File: src/design/bridge_post_prefetch_params.svh
// Constants for the bridge control upper byte, posting path and prefetch path
`ifndef BRIDGE_POST_PREFETCH_PARAMS_SVH
`define BRIDGE_POST_PREFETCH_PARAMS_SVH

// ============================================================
// Register placement (index 3eh, byte address four times it)
`define BC_REG_INDEX   10'h03e
`define BC_ADDR_LSB    2'h0
`define BC_RESET       16'h0700
`define BC_WR_MASK     16'h0700
`define BC_POST_BIT    10
`define BC_PF1_BIT     9
`define BC_PF0_BIT     8
`define BC_RSVD_HI     15
`define BC_RSVD_LO     11
`define BC_UPPER_LANE  1

// ============================================================
// Data path
`define DATA_W         32
`define FIFO_DEPTH     8
`define FIFO_CNT_W     4
`define FIFO_DEPTH_CNT 4'h8
`define CNT_ZERO       4'h0
`define RD_LEN_W       8
`define PF_EXTRA       9'h008

`endif

File: src/design/bridge_post_prefetch_pkg.sv
// Types shared by the bridge control and posting path
package bridge_post_prefetch_pkg;
  `include "bridge_post_prefetch_params.svh"

  typedef logic [`DATA_W-1:0] data_t;

  typedef struct packed {
    logic [15:0]          ctl;
    logic                 pready;
    logic                 pslverr;
    logic [31:0]          prdata;
    logic                 src_ready;
    logic                 src_done;
    logic                 pend_last;
    logic                 dst_valid;
    data_t                dst_data;
    logic                 dst_last;
    logic                 rd_req;
    logic                 rd_win;
    logic [`RD_LEN_W:0]   rd_len;
  } ctrl_s;
endpackage

File: src/design/bppc_fifo.sv
// Parameterised valid/ready FIFO for the posting buffer
`timescale 1ns/1ps
module bppc_fifo #(
  parameter int WIDTH = 33,
  parameter int DEPTH = 8
) (
  // Clock and reset
  input  wire logic                         i_clk,
  input  wire logic                         i_rst,
  // Fill side
  input  wire logic                         i_in_valid,
  output logic                              o_in_ready,
  input  wire logic [WIDTH-1:0]             i_in_data,
  // Drain side
  output logic                              o_out_valid,
  input  wire logic                         i_out_ready,
  output logic [WIDTH-1:0]                  o_out_data,
  // Occupancy
  output logic [$clog2(DEPTH+1)-1:0]        o_count
);
  localparam int PW = $clog2(DEPTH);
  localparam int CW = $clog2(DEPTH+1);
  localparam logic [PW-1:0] PTR_LAST = PW'(DEPTH - 1);
  localparam logic [CW-1:0] CNT_FULL = CW'(DEPTH);

  typedef struct packed {
    logic [DEPTH-1:0][WIDTH-1:0] mem;
    logic [PW-1:0]               wptr;
    logic [PW-1:0]               rptr;
    logic [CW-1:0]               cnt;
  } fifo_s;

  fifo_s q;
  fifo_s s;
  logic  push;
  logic  pop;

  assign o_in_ready  = (q.cnt != CNT_FULL);
  assign o_out_valid = (q.cnt != '0);
  assign o_out_data  = q.mem[q.rptr];
  assign o_count     = q.cnt;
  assign push        = i_in_valid && o_in_ready;
  assign pop         = o_out_valid && i_out_ready;

  always_comb begin
    s = q;
    if (push) begin
      s.mem[q.wptr] = i_in_data;
      s.wptr        = (q.wptr == PTR_LAST) ? '0 : q.wptr + 1'b1;
    end
    if (pop) begin
      s.rptr = (q.rptr == PTR_LAST) ? '0 : q.rptr + 1'b1;
    end
    s.cnt = q.cnt + CW'(push) - CW'(pop);
  end

  always_ff @(posedge i_clk) begin
    if (i_rst) begin
      q <= '0;
    end else begin
      q <= s;
    end
  end
endmodule

File: src/design/bridge_post_prefetch_ctrl.sv
// Bridge control upper byte with write posting path and prefetch read sizing
//
// Design decision made here: the APB interface to the registers.
`timescale 1ns/1ps
`include "bridge_post_prefetch_params.svh"
module bridge_post_prefetch_ctrl
  import bridge_post_prefetch_pkg::*;
(
  // Clock and reset
  input  wire logic                 I_CLK,
  input  wire logic                 I_SYS_RST,
  // APB slave
  input  wire logic                 I_PSEL,
  input  wire logic                 I_PENABLE,
  input  wire logic                 I_PWRITE,
  input  wire logic [11:0]          I_PADDR,
  input  wire logic [31:0]          I_PWDATA,
  input  wire logic [3:0]           I_PSTRB,
  output logic      [31:0]          O_PRDATA,
  output logic                      O_PREADY,
  output logic                      O_PSLVERR,
  // Source master write stream
  input  wire logic                 I_SRC_VALID,
  input  wire logic [`DATA_W-1:0]   I_SRC_DATA,
  input  wire logic                 I_SRC_LAST,
  output logic                      O_SRC_READY,
  output logic                      O_SRC_DONE,
  // Destination target write stream
  output logic                      O_DST_VALID,
  output logic      [`DATA_W-1:0]   O_DST_DATA,
  output logic                      O_DST_LAST,
  input  wire logic                 I_DST_READY,
  // Card memory read request sizing
  input  wire logic                 I_RD_REQ,
  input  wire logic                 I_RD_WIN,
  input  wire logic [`RD_LEN_W-1:0] I_RD_LEN,
  output logic                      O_CARD_RD_REQ,
  output logic                      O_CARD_RD_WIN,
  output logic      [`RD_LEN_W:0]   O_CARD_RD_LEN,
  // Control state
  output logic                      O_POST_EN,
  output logic                      O_PF_WIN1,
  output logic                      O_PF_WIN0
);

  // ============================================================
  // State
  localparam ctrl_s CTRL_RST = '{ctl: `BC_RESET, default: '0};

  ctrl_s                   q;
  ctrl_s                   s;

  logic                    acc;
  logic                    hit;
  logic                    wr_hit;
  logic                    posting;
  logic                    push;
  logic                    pop;
  logic                    dst_take;
  logic                    pf_sel;
  logic [`FIFO_CNT_W-1:0]  nxt_cnt;

  logic                    fifo_in_ready;
  logic                    fifo_out_valid;
  logic [`DATA_W:0]        fifo_out_data;
  logic [`FIFO_CNT_W-1:0]  fifo_cnt;

  // ============================================================
  // Posting buffer
  bppc_fifo #(
    .WIDTH (`DATA_W + 1),
    .DEPTH (`FIFO_DEPTH)
  ) u_fifo (
    .i_clk       (I_CLK),
    .i_rst       (I_SYS_RST),
    .i_in_valid  (push),
    .o_in_ready  (fifo_in_ready),
    .i_in_data   ({I_SRC_LAST, I_SRC_DATA}),
    .o_out_valid (fifo_out_valid),
    .i_out_ready (pop),
    .o_out_data  (fifo_out_data),
    .o_count     (fifo_cnt)
  );

  // ============================================================
  // Decode and handshake terms
  assign acc      = I_PSEL && I_PENABLE;
  assign hit      = (I_PADDR[11:2] == `BC_REG_INDEX) && (I_PADDR[1:0] == `BC_ADDR_LSB);
  assign wr_hit   = acc && q.pready && hit && I_PWRITE && I_PSTRB[`BC_UPPER_LANE];
  assign posting  = q.ctl[`BC_POST_BIT];
  assign push     = I_SRC_VALID && q.src_ready && fifo_in_ready;
  assign dst_take = q.dst_valid && I_DST_READY;
  assign pop      = fifo_out_valid && (!q.dst_valid || I_DST_READY);
  assign nxt_cnt  = fifo_cnt + `FIFO_CNT_W'(push) - `FIFO_CNT_W'(pop);
  assign pf_sel   = I_RD_WIN ? q.ctl[`BC_PF1_BIT] : q.ctl[`BC_PF0_BIT];

  // ============================================================
  // Next state
  always_comb begin
    s          = q;
    s.src_done = 1'b0;
    s.rd_req   = 1'b0;

    // APB: one wait state, read data caught in the setup cycle
    if (I_PSEL && !I_PENABLE) begin
      s.prdata = hit ? {16'h0000, q.ctl} : 32'h0000_0000;
    end
    s.pready  = acc && !q.pready;
    s.pslverr = acc && !q.pready && !hit;
    if (wr_hit) begin
      s.ctl = (q.ctl & ~`BC_WR_MASK) | (I_PWDATA[15:0] & `BC_WR_MASK);
    end

    // Output stage toward the target
    if (pop) begin
      s.dst_valid = 1'b1;
      s.dst_data  = fifo_out_data[`DATA_W-1:0];
      s.dst_last  = fifo_out_data[`DATA_W];
    end else if (dst_take) begin
      s.dst_valid = 1'b0;
    end

    // unposted ready only once everything drained
    // Next posting value, so a turn-off blocks intake at once
    if (s.ctl[`BC_POST_BIT]) begin
      s.src_ready = (nxt_cnt < `FIFO_DEPTH_CNT);
    end else begin
      s.src_ready = (nxt_cnt == `CNT_ZERO) && !s.dst_valid;
    end

    // unposted completion held until target takes the last word; posted completion at intake
    if (q.pend_last && dst_take && q.dst_last) begin
      s.src_done  = 1'b1;
      s.pend_last = 1'b0;
    end
    if (push && I_SRC_LAST) begin
      if (posting) begin
        s.src_done = 1'b1;
      end else begin
        s.pend_last = 1'b1;
      end
    end

    // read ahead only for prefetchable windows
    if (I_RD_REQ) begin
      s.rd_req = 1'b1;
      s.rd_win = I_RD_WIN;
      s.rd_len = pf_sel ? ({1'b0, I_RD_LEN} + `PF_EXTRA) : {1'b0, I_RD_LEN};
    end
  end

  always_ff @(posedge I_CLK) begin
    if (I_SYS_RST) begin
      q <= CTRL_RST;
    end else begin
      q <= s;
    end
  end

  // ============================================================
  // Outputs
  assign O_PRDATA      = q.prdata;
  assign O_PREADY      = q.pready;
  assign O_PSLVERR     = q.pslverr;
  assign O_SRC_READY   = q.src_ready;
  assign O_SRC_DONE    = q.src_done;
  assign O_DST_VALID   = q.dst_valid;
  assign O_DST_DATA    = q.dst_data;
  assign O_DST_LAST    = q.dst_last;
  assign O_CARD_RD_REQ = q.rd_req;
  assign O_CARD_RD_WIN = q.rd_win;
  assign O_CARD_RD_LEN = q.rd_len;
  assign O_POST_EN     = q.ctl[`BC_POST_BIT];
  assign O_PF_WIN1     = q.ctl[`BC_PF1_BIT];
  assign O_PF_WIN0     = q.ctl[`BC_PF0_BIT];
endmodule

File: config.mk
export PLATFORM = sky130hd
export DESIGN_NAME = bridge_post_prefetch_ctrl
export DESIGN_NICKNAME = d
export VERILOG_FILES = /design/src/design/bridge_post_prefetch_pkg.sv /design/src/design/bppc_fifo.sv /design/src/design/bridge_post_prefetch_ctrl.sv
export VERILOG_INCLUDE_DIRS = /design/src /design/src/design
export SDC_FILE = /design/constraint.sdc
export NUM_CORES = 1
export LEC_CHECK = 0
export BUFFER_PORTS_ARGS = -buffer_cell sky130_fd_sc_hd__buf_2
export CORE_UTILIZATION = 45
export CTS_BUF_LIST = sky130_fd_sc_hd__clkbuf_16
export DETAILED_ROUTE_END_ITERATION = 10
export GPL_TIMING_DRIVEN = 0
export PLACE_DENSITY = 0.61
export SLEW_MARGIN = 20
export SYNTH_ARGS = -nofsm -noshare
export SYNTH_HDL_FRONTEND = slang
export SYNTH_HIERARCHICAL = 1
export SYNTH_SLANG_ARGS = --single-unit
File: constraint.sdc
create_clock -name I_CLK -period 3.63 [get_ports I_CLK]
set_clock_uncertainty 0.2 [all_clocks]
set_input_delay 0.726 -clock I_CLK [delete_from_list [all_inputs] [get_ports I_CLK]]
set_output_delay 0.726 -clock I_CLK [all_outputs]
set_load 0.005 [all_outputs]
==> impl_metrics.prom <==
# TYPE chip_impl_metric gauge
chip_impl_info{name="outcome",value="finished, final reports clean"} 1
chip_impl_info{name="worstPathCellList",value="inv_1, ha_1, or3b_4, nand2_8, inv_2, buf_2, ha_1, inv_1, ha_1, inv_1, fa_1, and4b_2, a22oi_2, a211oi_2"} 1
chip_impl_metric{name="numClockSinks",unit=""} 330
chip_impl_metric{name="relSlewSlack",unit="%"} 36.91
chip_impl_metric{name="worstPathMaxFanout",unit=""} 12
chip_impl_metric{name="ant_nets",unit=""} 0
chip_impl_metric{name="yosys_warnings",unit=""} 6
chip_impl_metric{name="dr_total_vias",unit=""} 10780
chip_impl_info{name="synthFlopType",value="sky130_fd_sc_hd__dfxtp_1"} 1
chip_impl_metric{name="htreeDepth",unit=""} 2
chip_impl_metric{name="cts.repair_timing.setup_buffer_count",unit=""} 0
chip_impl_metric{name="sequential_cell_area",unit="um^2"} 6606
chip_impl_info{name="cp_slowest_cell",value="sky130_fd_sc_hd__fa_1"} 1
chip_impl_metric{name="instances_no_fill",unit=""} 2133
chip_impl_metric{name="route.detailed.wl_per_inst",unit="um"} 19.16
chip_impl_metric{name="floorplan.rows",unit=""} 68
chip_impl_metric{name="placeable_core_region",unit="um^2"} 34710
chip_impl_metric{name="clock_insertion_delay_at_the_later_pin_of_the_skew_report",unit="ns"} 0.52
chip_impl_metric{name="synthToLayoutAreaGrowth",unit="%"} 15.65
chip_impl_info{name="cts.root.buffer_cell",value="sky130_fd_sc_hd__clkbuf_16"} 1
chip_impl_info{name="crit-reg2reg-launch",value="u_fifo/o_count[2]"} 1
chip_impl_metric{name="globalRouteTotalUtil",unit="%"} 22.70
chip_impl_metric{name="design_power_total",unit="mW"} 9.636
chip_impl_metric{name="synth_cell_types",unit=""} 52
chip_impl_metric{name="power_density",unit="nW/um^2"} 521.5
chip_impl_metric{name="place.gp.congestion",unit=""} 0.8173
chip_impl_metric{name="post-route-worst-setup-slack",unit="ns"} 0.1834
chip_impl_info{name="worst_setup_path_end_kind",value="flip-flop"} 1
chip_impl_info{name="rsz0062_at_grt",value="false"} 1
chip_impl_metric{name="synth_edf_count",unit=""} 0
chip_impl_metric{name="finalSetupViolations",unit=""} 0
chip_impl_metric{name="synth_async_reset_ratio",unit="%"} 0
chip_impl_metric{name="die_y",unit="um"} 190.4
chip_impl_metric{name="power.ir.vdd_worst",unit="V"} 0.0003537
chip_impl_metric{name="place.detailed.instances",unit=""} 2068
chip_impl_metric{name="multi_input_area",unit="um^2"} 8015
chip_impl_metric{name="cts_buffer_depth",unit=""} 3
chip_impl_metric{name="count_of_state_elements_after_synthesis",unit=""} 330
chip_impl_metric{name="worstPathArrival",unit="ns"} 3.68
chip_impl_info{name="layout.cells.most_common_list",value="sky130_fd_sc_hd__dfxtp_1, sky130_fd_sc_hd__nand2b_1, sky130_fd_sc_hd__mux2i_1"} 1
chip_impl_info{name="critPathKind",value="reg2reg"} 1
chip_impl_metric{name="post-dp-hpwl",unit="um"} 27660
chip_impl_info{name="worst_setup_path_startpoint",value="u_fifo/o_count[2]"} 1
chip_impl_info{name="worst_hold_path_type",value="in2reg"} 1
chip_impl_metric{name="fp.dieArea",unit="um^2"} 36260
chip_impl_metric{name="pin_slew_with_the_least_headroom_to_its_limit",unit="ns"} 0.9463
chip_impl_metric{name="grt_remaining_overflow",unit=""} 0
chip_impl_metric{name="syn_area",unit="um^2"} 15980
chip_impl_metric{name="cap_violations",unit=""} 0
chip_impl_info{name="tritoncts_clock_tree",value="done"} 1
chip_impl_metric{name="nNetsFinal",unit=""} 1767
chip_impl_metric{name="final-hold-violation-count",unit=""} 0
chip_impl_info{name="layout.cells.most_common",value="sky130_fd_sc_hd__dfxtp_1"} 1
chip_impl_metric{name="drt_pass1_iterations",unit=""} 5
chip_impl_metric{name="layout-drive-gt1-share",unit="%"} 25.12
chip_impl_metric{name="numPortBuffers",unit=""} 119
chip_impl_info{name="timing.hold.worst.start",value="I_RD_LEN[1]"} 1
chip_impl_metric{name="wirelength",unit="um"} 40860
chip_impl_info{name="startpoint_type",value="flip-flop"} 1
chip_impl_metric{name="timing.critical_path.required",unit="ns"} 3.86
chip_impl_metric{name="post_cts_hold_buffer_count",unit=""} 0
chip_impl_metric{name="worst_path_largest_cell_delay",unit="ns"} 0.51
chip_impl_metric{name="power.static_leakage",unit="nW"} 8.670
chip_impl_metric{name="final_max_slew_viol_count",unit=""} 0
chip_impl_metric{name="final.period_utilization",unit="%"} 94.95
chip_impl_metric{name="clkTransAtPathRegs",unit="ns"} 0.06
chip_impl_metric{name="fmax_achieved",unit="MHz"} 290.1
chip_impl_metric{name="initial_drc_count",unit=""} 470
chip_impl_metric{name="first_global_vias",unit=""} 10880
chip_impl_metric{name="largest_net_degree_at_the_start_of_global_routing",unit=""} 14
chip_impl_metric{name="grt_pass1_wl",unit="um"} 62860
chip_impl_metric{name="floorplan.io_pins",unit=""} 182
chip_impl_metric{name="cts-buffers-inserted",unit=""} 37
chip_impl_metric{name="nFillCells",unit=""} 3176
chip_impl_metric{name="die_width",unit="um"} 190.4
chip_impl_metric{name="initial_utilization",unit="%"} 46.03
chip_impl_metric{name="syn-instance-count",unit=""} 1466
chip_impl_metric{name="syn_avg_cell_area",unit="um^2"} 10.90
chip_impl_metric{name="pre_cts_ws",unit="ns"} -0.3581
chip_impl_metric{name="synth_sequential_area_ratio",unit="%"} 41.35
chip_impl_metric{name="antenna_violations_before_repair",unit=""} 2
chip_impl_metric{name="vias_per_cell",unit=""} 5.053
chip_impl_metric{name="timing.final.crit_period",unit="ns"} 3.447
chip_impl_metric{name="post-route-drc-count",unit=""} 0
per-stage QoR:
step | instance area, um^2 | setup TNS (ns) | hold WS [ns] | utilization [%]
6_report | 18480 | 0 | 0.2456 | 53.23
3_3_place_gp | 17250 | -0.9923 | 0.2434 | 49.69
5_1_grt | 18480 | 0 | 0.2391 | 53.22
4_1_cts | 18470 | 0 | 0.2333 | 53.21
3_5_place_dp | 17250 | -0.9929 | 0.2458 | 49.69
2_1_floorplan | 16080 | 0 | 0.2323 | -
sequential cells by signal, summed over array words and instances, names as in the netlist:
| signal | cells |
|---|---|
| u_fifo/q | 270 |
| O_DST_DATA | 32 |
| O_CARD_RD_LEN | 9 |
| u_fifo/o_count | 4 |
| O_PRDATA | 3 |
| O_CARD_RD_REQ | 1 |
| O_CARD_RD_WIN | 1 |
| O_DST_LAST | 1 |
| O_DST_VALID | 1 |
| O_PF_WIN0 | 1 |
| O_PF_WIN1 | 1 |
| O_POST_EN | 1 |
| O_PREADY | 1 |
| O_PSLVERR | 1 |
| O_SRC_DONE | 1 |
| O_SRC_READY | 1 |
| q | 1 |
worst max-delay path, delay by kind of cell (launching register included):
kind / cells / cell delay [ns]
simple gates: 3 / 0.62
compound gates: 2 / 0.28
fa+ha+maj: 4 / 1.16
flops: 1 / 0.34
buf+inv: 5 / 0.75
path summary, 6_finish.rpt:
path	to	slack (ns)	cells past startpoint
setup / recovery	O_SRC_READY	0.18	14
hold / removal	O_CARD_RD_LEN[1]	0.25	3
setup reg to reg	O_SRC_READY	0.18	14
hold reg to reg	O_PRDATA[10]	0.25	2
layer usage:
metal	global-route usage (%)	up-vias	part of all wire, %
met1	31.36	5307	48
met3	2.779	48	3.2
met5	0	-	0
met2	37.69	174	47
li1	-	5248	-
met4	5.292	0	1.8
repair_timing:
action | CTS | global route
endpoints found under the setup margin | 4 | 1
gates cloned | 0 | 0
resized for setup | 3 | 1
logic make-up (layout without fill, tap and decap cells):
family / after synthesis / count (layout) / share of synthesized area [%]
buf+inv: 231 / 413 / 9.264
xor+xnor: 8 / 8 / 0.4385
flops: 330 / 330 / 41.35
compound gates: 62 / 62 / 2.169
fa+ha+maj: 17 / 17 / 1.425
other cells: 1 / 31 / 0.02347
simple gates: 445 / 445 / 16.57
mux: 372 / 372 / 28.76
cell type report:
cell class	instances	share of cell area, %
multi-input cells	933	43.38
flip-flops and latches	330	35.75
plain buffers	211	7.604
clock buffers	39	5.282
repair buffers	119	3.223
well taps	455	3.081
clock inverters	24	1.246
inverters	20	0.4063
diodes	2	0.02709
power by group:
part,switching (mW),leakage [nW],internal [mW]
clock network,1.49,0.610,2.28
registers,0.0807,2.66,3.75
logic,1.19,5.40,0.847
total,2.76,8.67,6.88
Yosys cell counts, types with 2 or more instances:
master / instances / share of area [%]
sky130_fd_sc_hd__buf_1: 32 / 0.75
sky130_fd_sc_hd__xor2_1: 6 / 0.33
sky130_fd_sc_hd__and3_1: 4 / 0.16
sky130_fd_sc_hd__dfxtp_1: 330 / 41
sky130_fd_sc_hd__nand4_1: 3 / 0.12
sky130_fd_sc_hd__nor3_1: 3 / 0.094
sky130_fd_sc_hd__buf_6: 23 / 1.6
sky130_fd_sc_hd__buf_8: 6 / 0.56
sky130_fd_sc_hd__buf_4: 78 / 3.7
sky130_fd_sc_hd__clkbuf_1: 44 / 1.0
sky130_fd_sc_hd__inv_1: 18 / 0.42
sky130_fd_sc_hd__a21oi_1: 45 / 1.4
sky130_fd_sc_hd__ha_1: 15 / 1.2
sky130_fd_sc_hd__inv_2: 2 / 0.047
sky130_fd_sc_hd__buf_2: 25 / 0.78
sky130_fd_sc_hd__nand4b_1: 2 / 0.11
sky130_fd_sc_hd__nand2_1: 75 / 1.8
sky130_fd_sc_hd__nand4_4: 2 / 0.27
sky130_fd_sc_hd__nand3_1: 15 / 0.47
sky130_fd_sc_hd__nor2b_1: 4 / 0.16
sky130_fd_sc_hd__nand2b_1: 304 / 12
sky130_fd_sc_hd__nand4b_2: 3 / 0.28
sky130_fd_sc_hd__mux4_2: 66 / 9.3
sky130_fd_sc_hd__buf_12: 3 / 0.38
sky130_fd_sc_hd__a211oi_1: 4 / 0.19
sky130_fd_sc_hd__and2_1: 3 / 0.12
sky130_fd_sc_hd__mux2i_1: 272 / 17
sky130_fd_sc_hd__nor2_1: 15 / 0.35
sky130_fd_sc_hd__o21ai_0: 6 / 0.19
sky130_fd_sc_hd__and4b_1: 2 / 0.13
sky130_fd_sc_hd__mux2_2: 33 / 2.3
sky130_fd_sc_hd__xnor2_1: 2 / 0.11
sky130_fd_sc_hd__fa_1: 2 / 0.25
(Power assumes the default switching activity.)
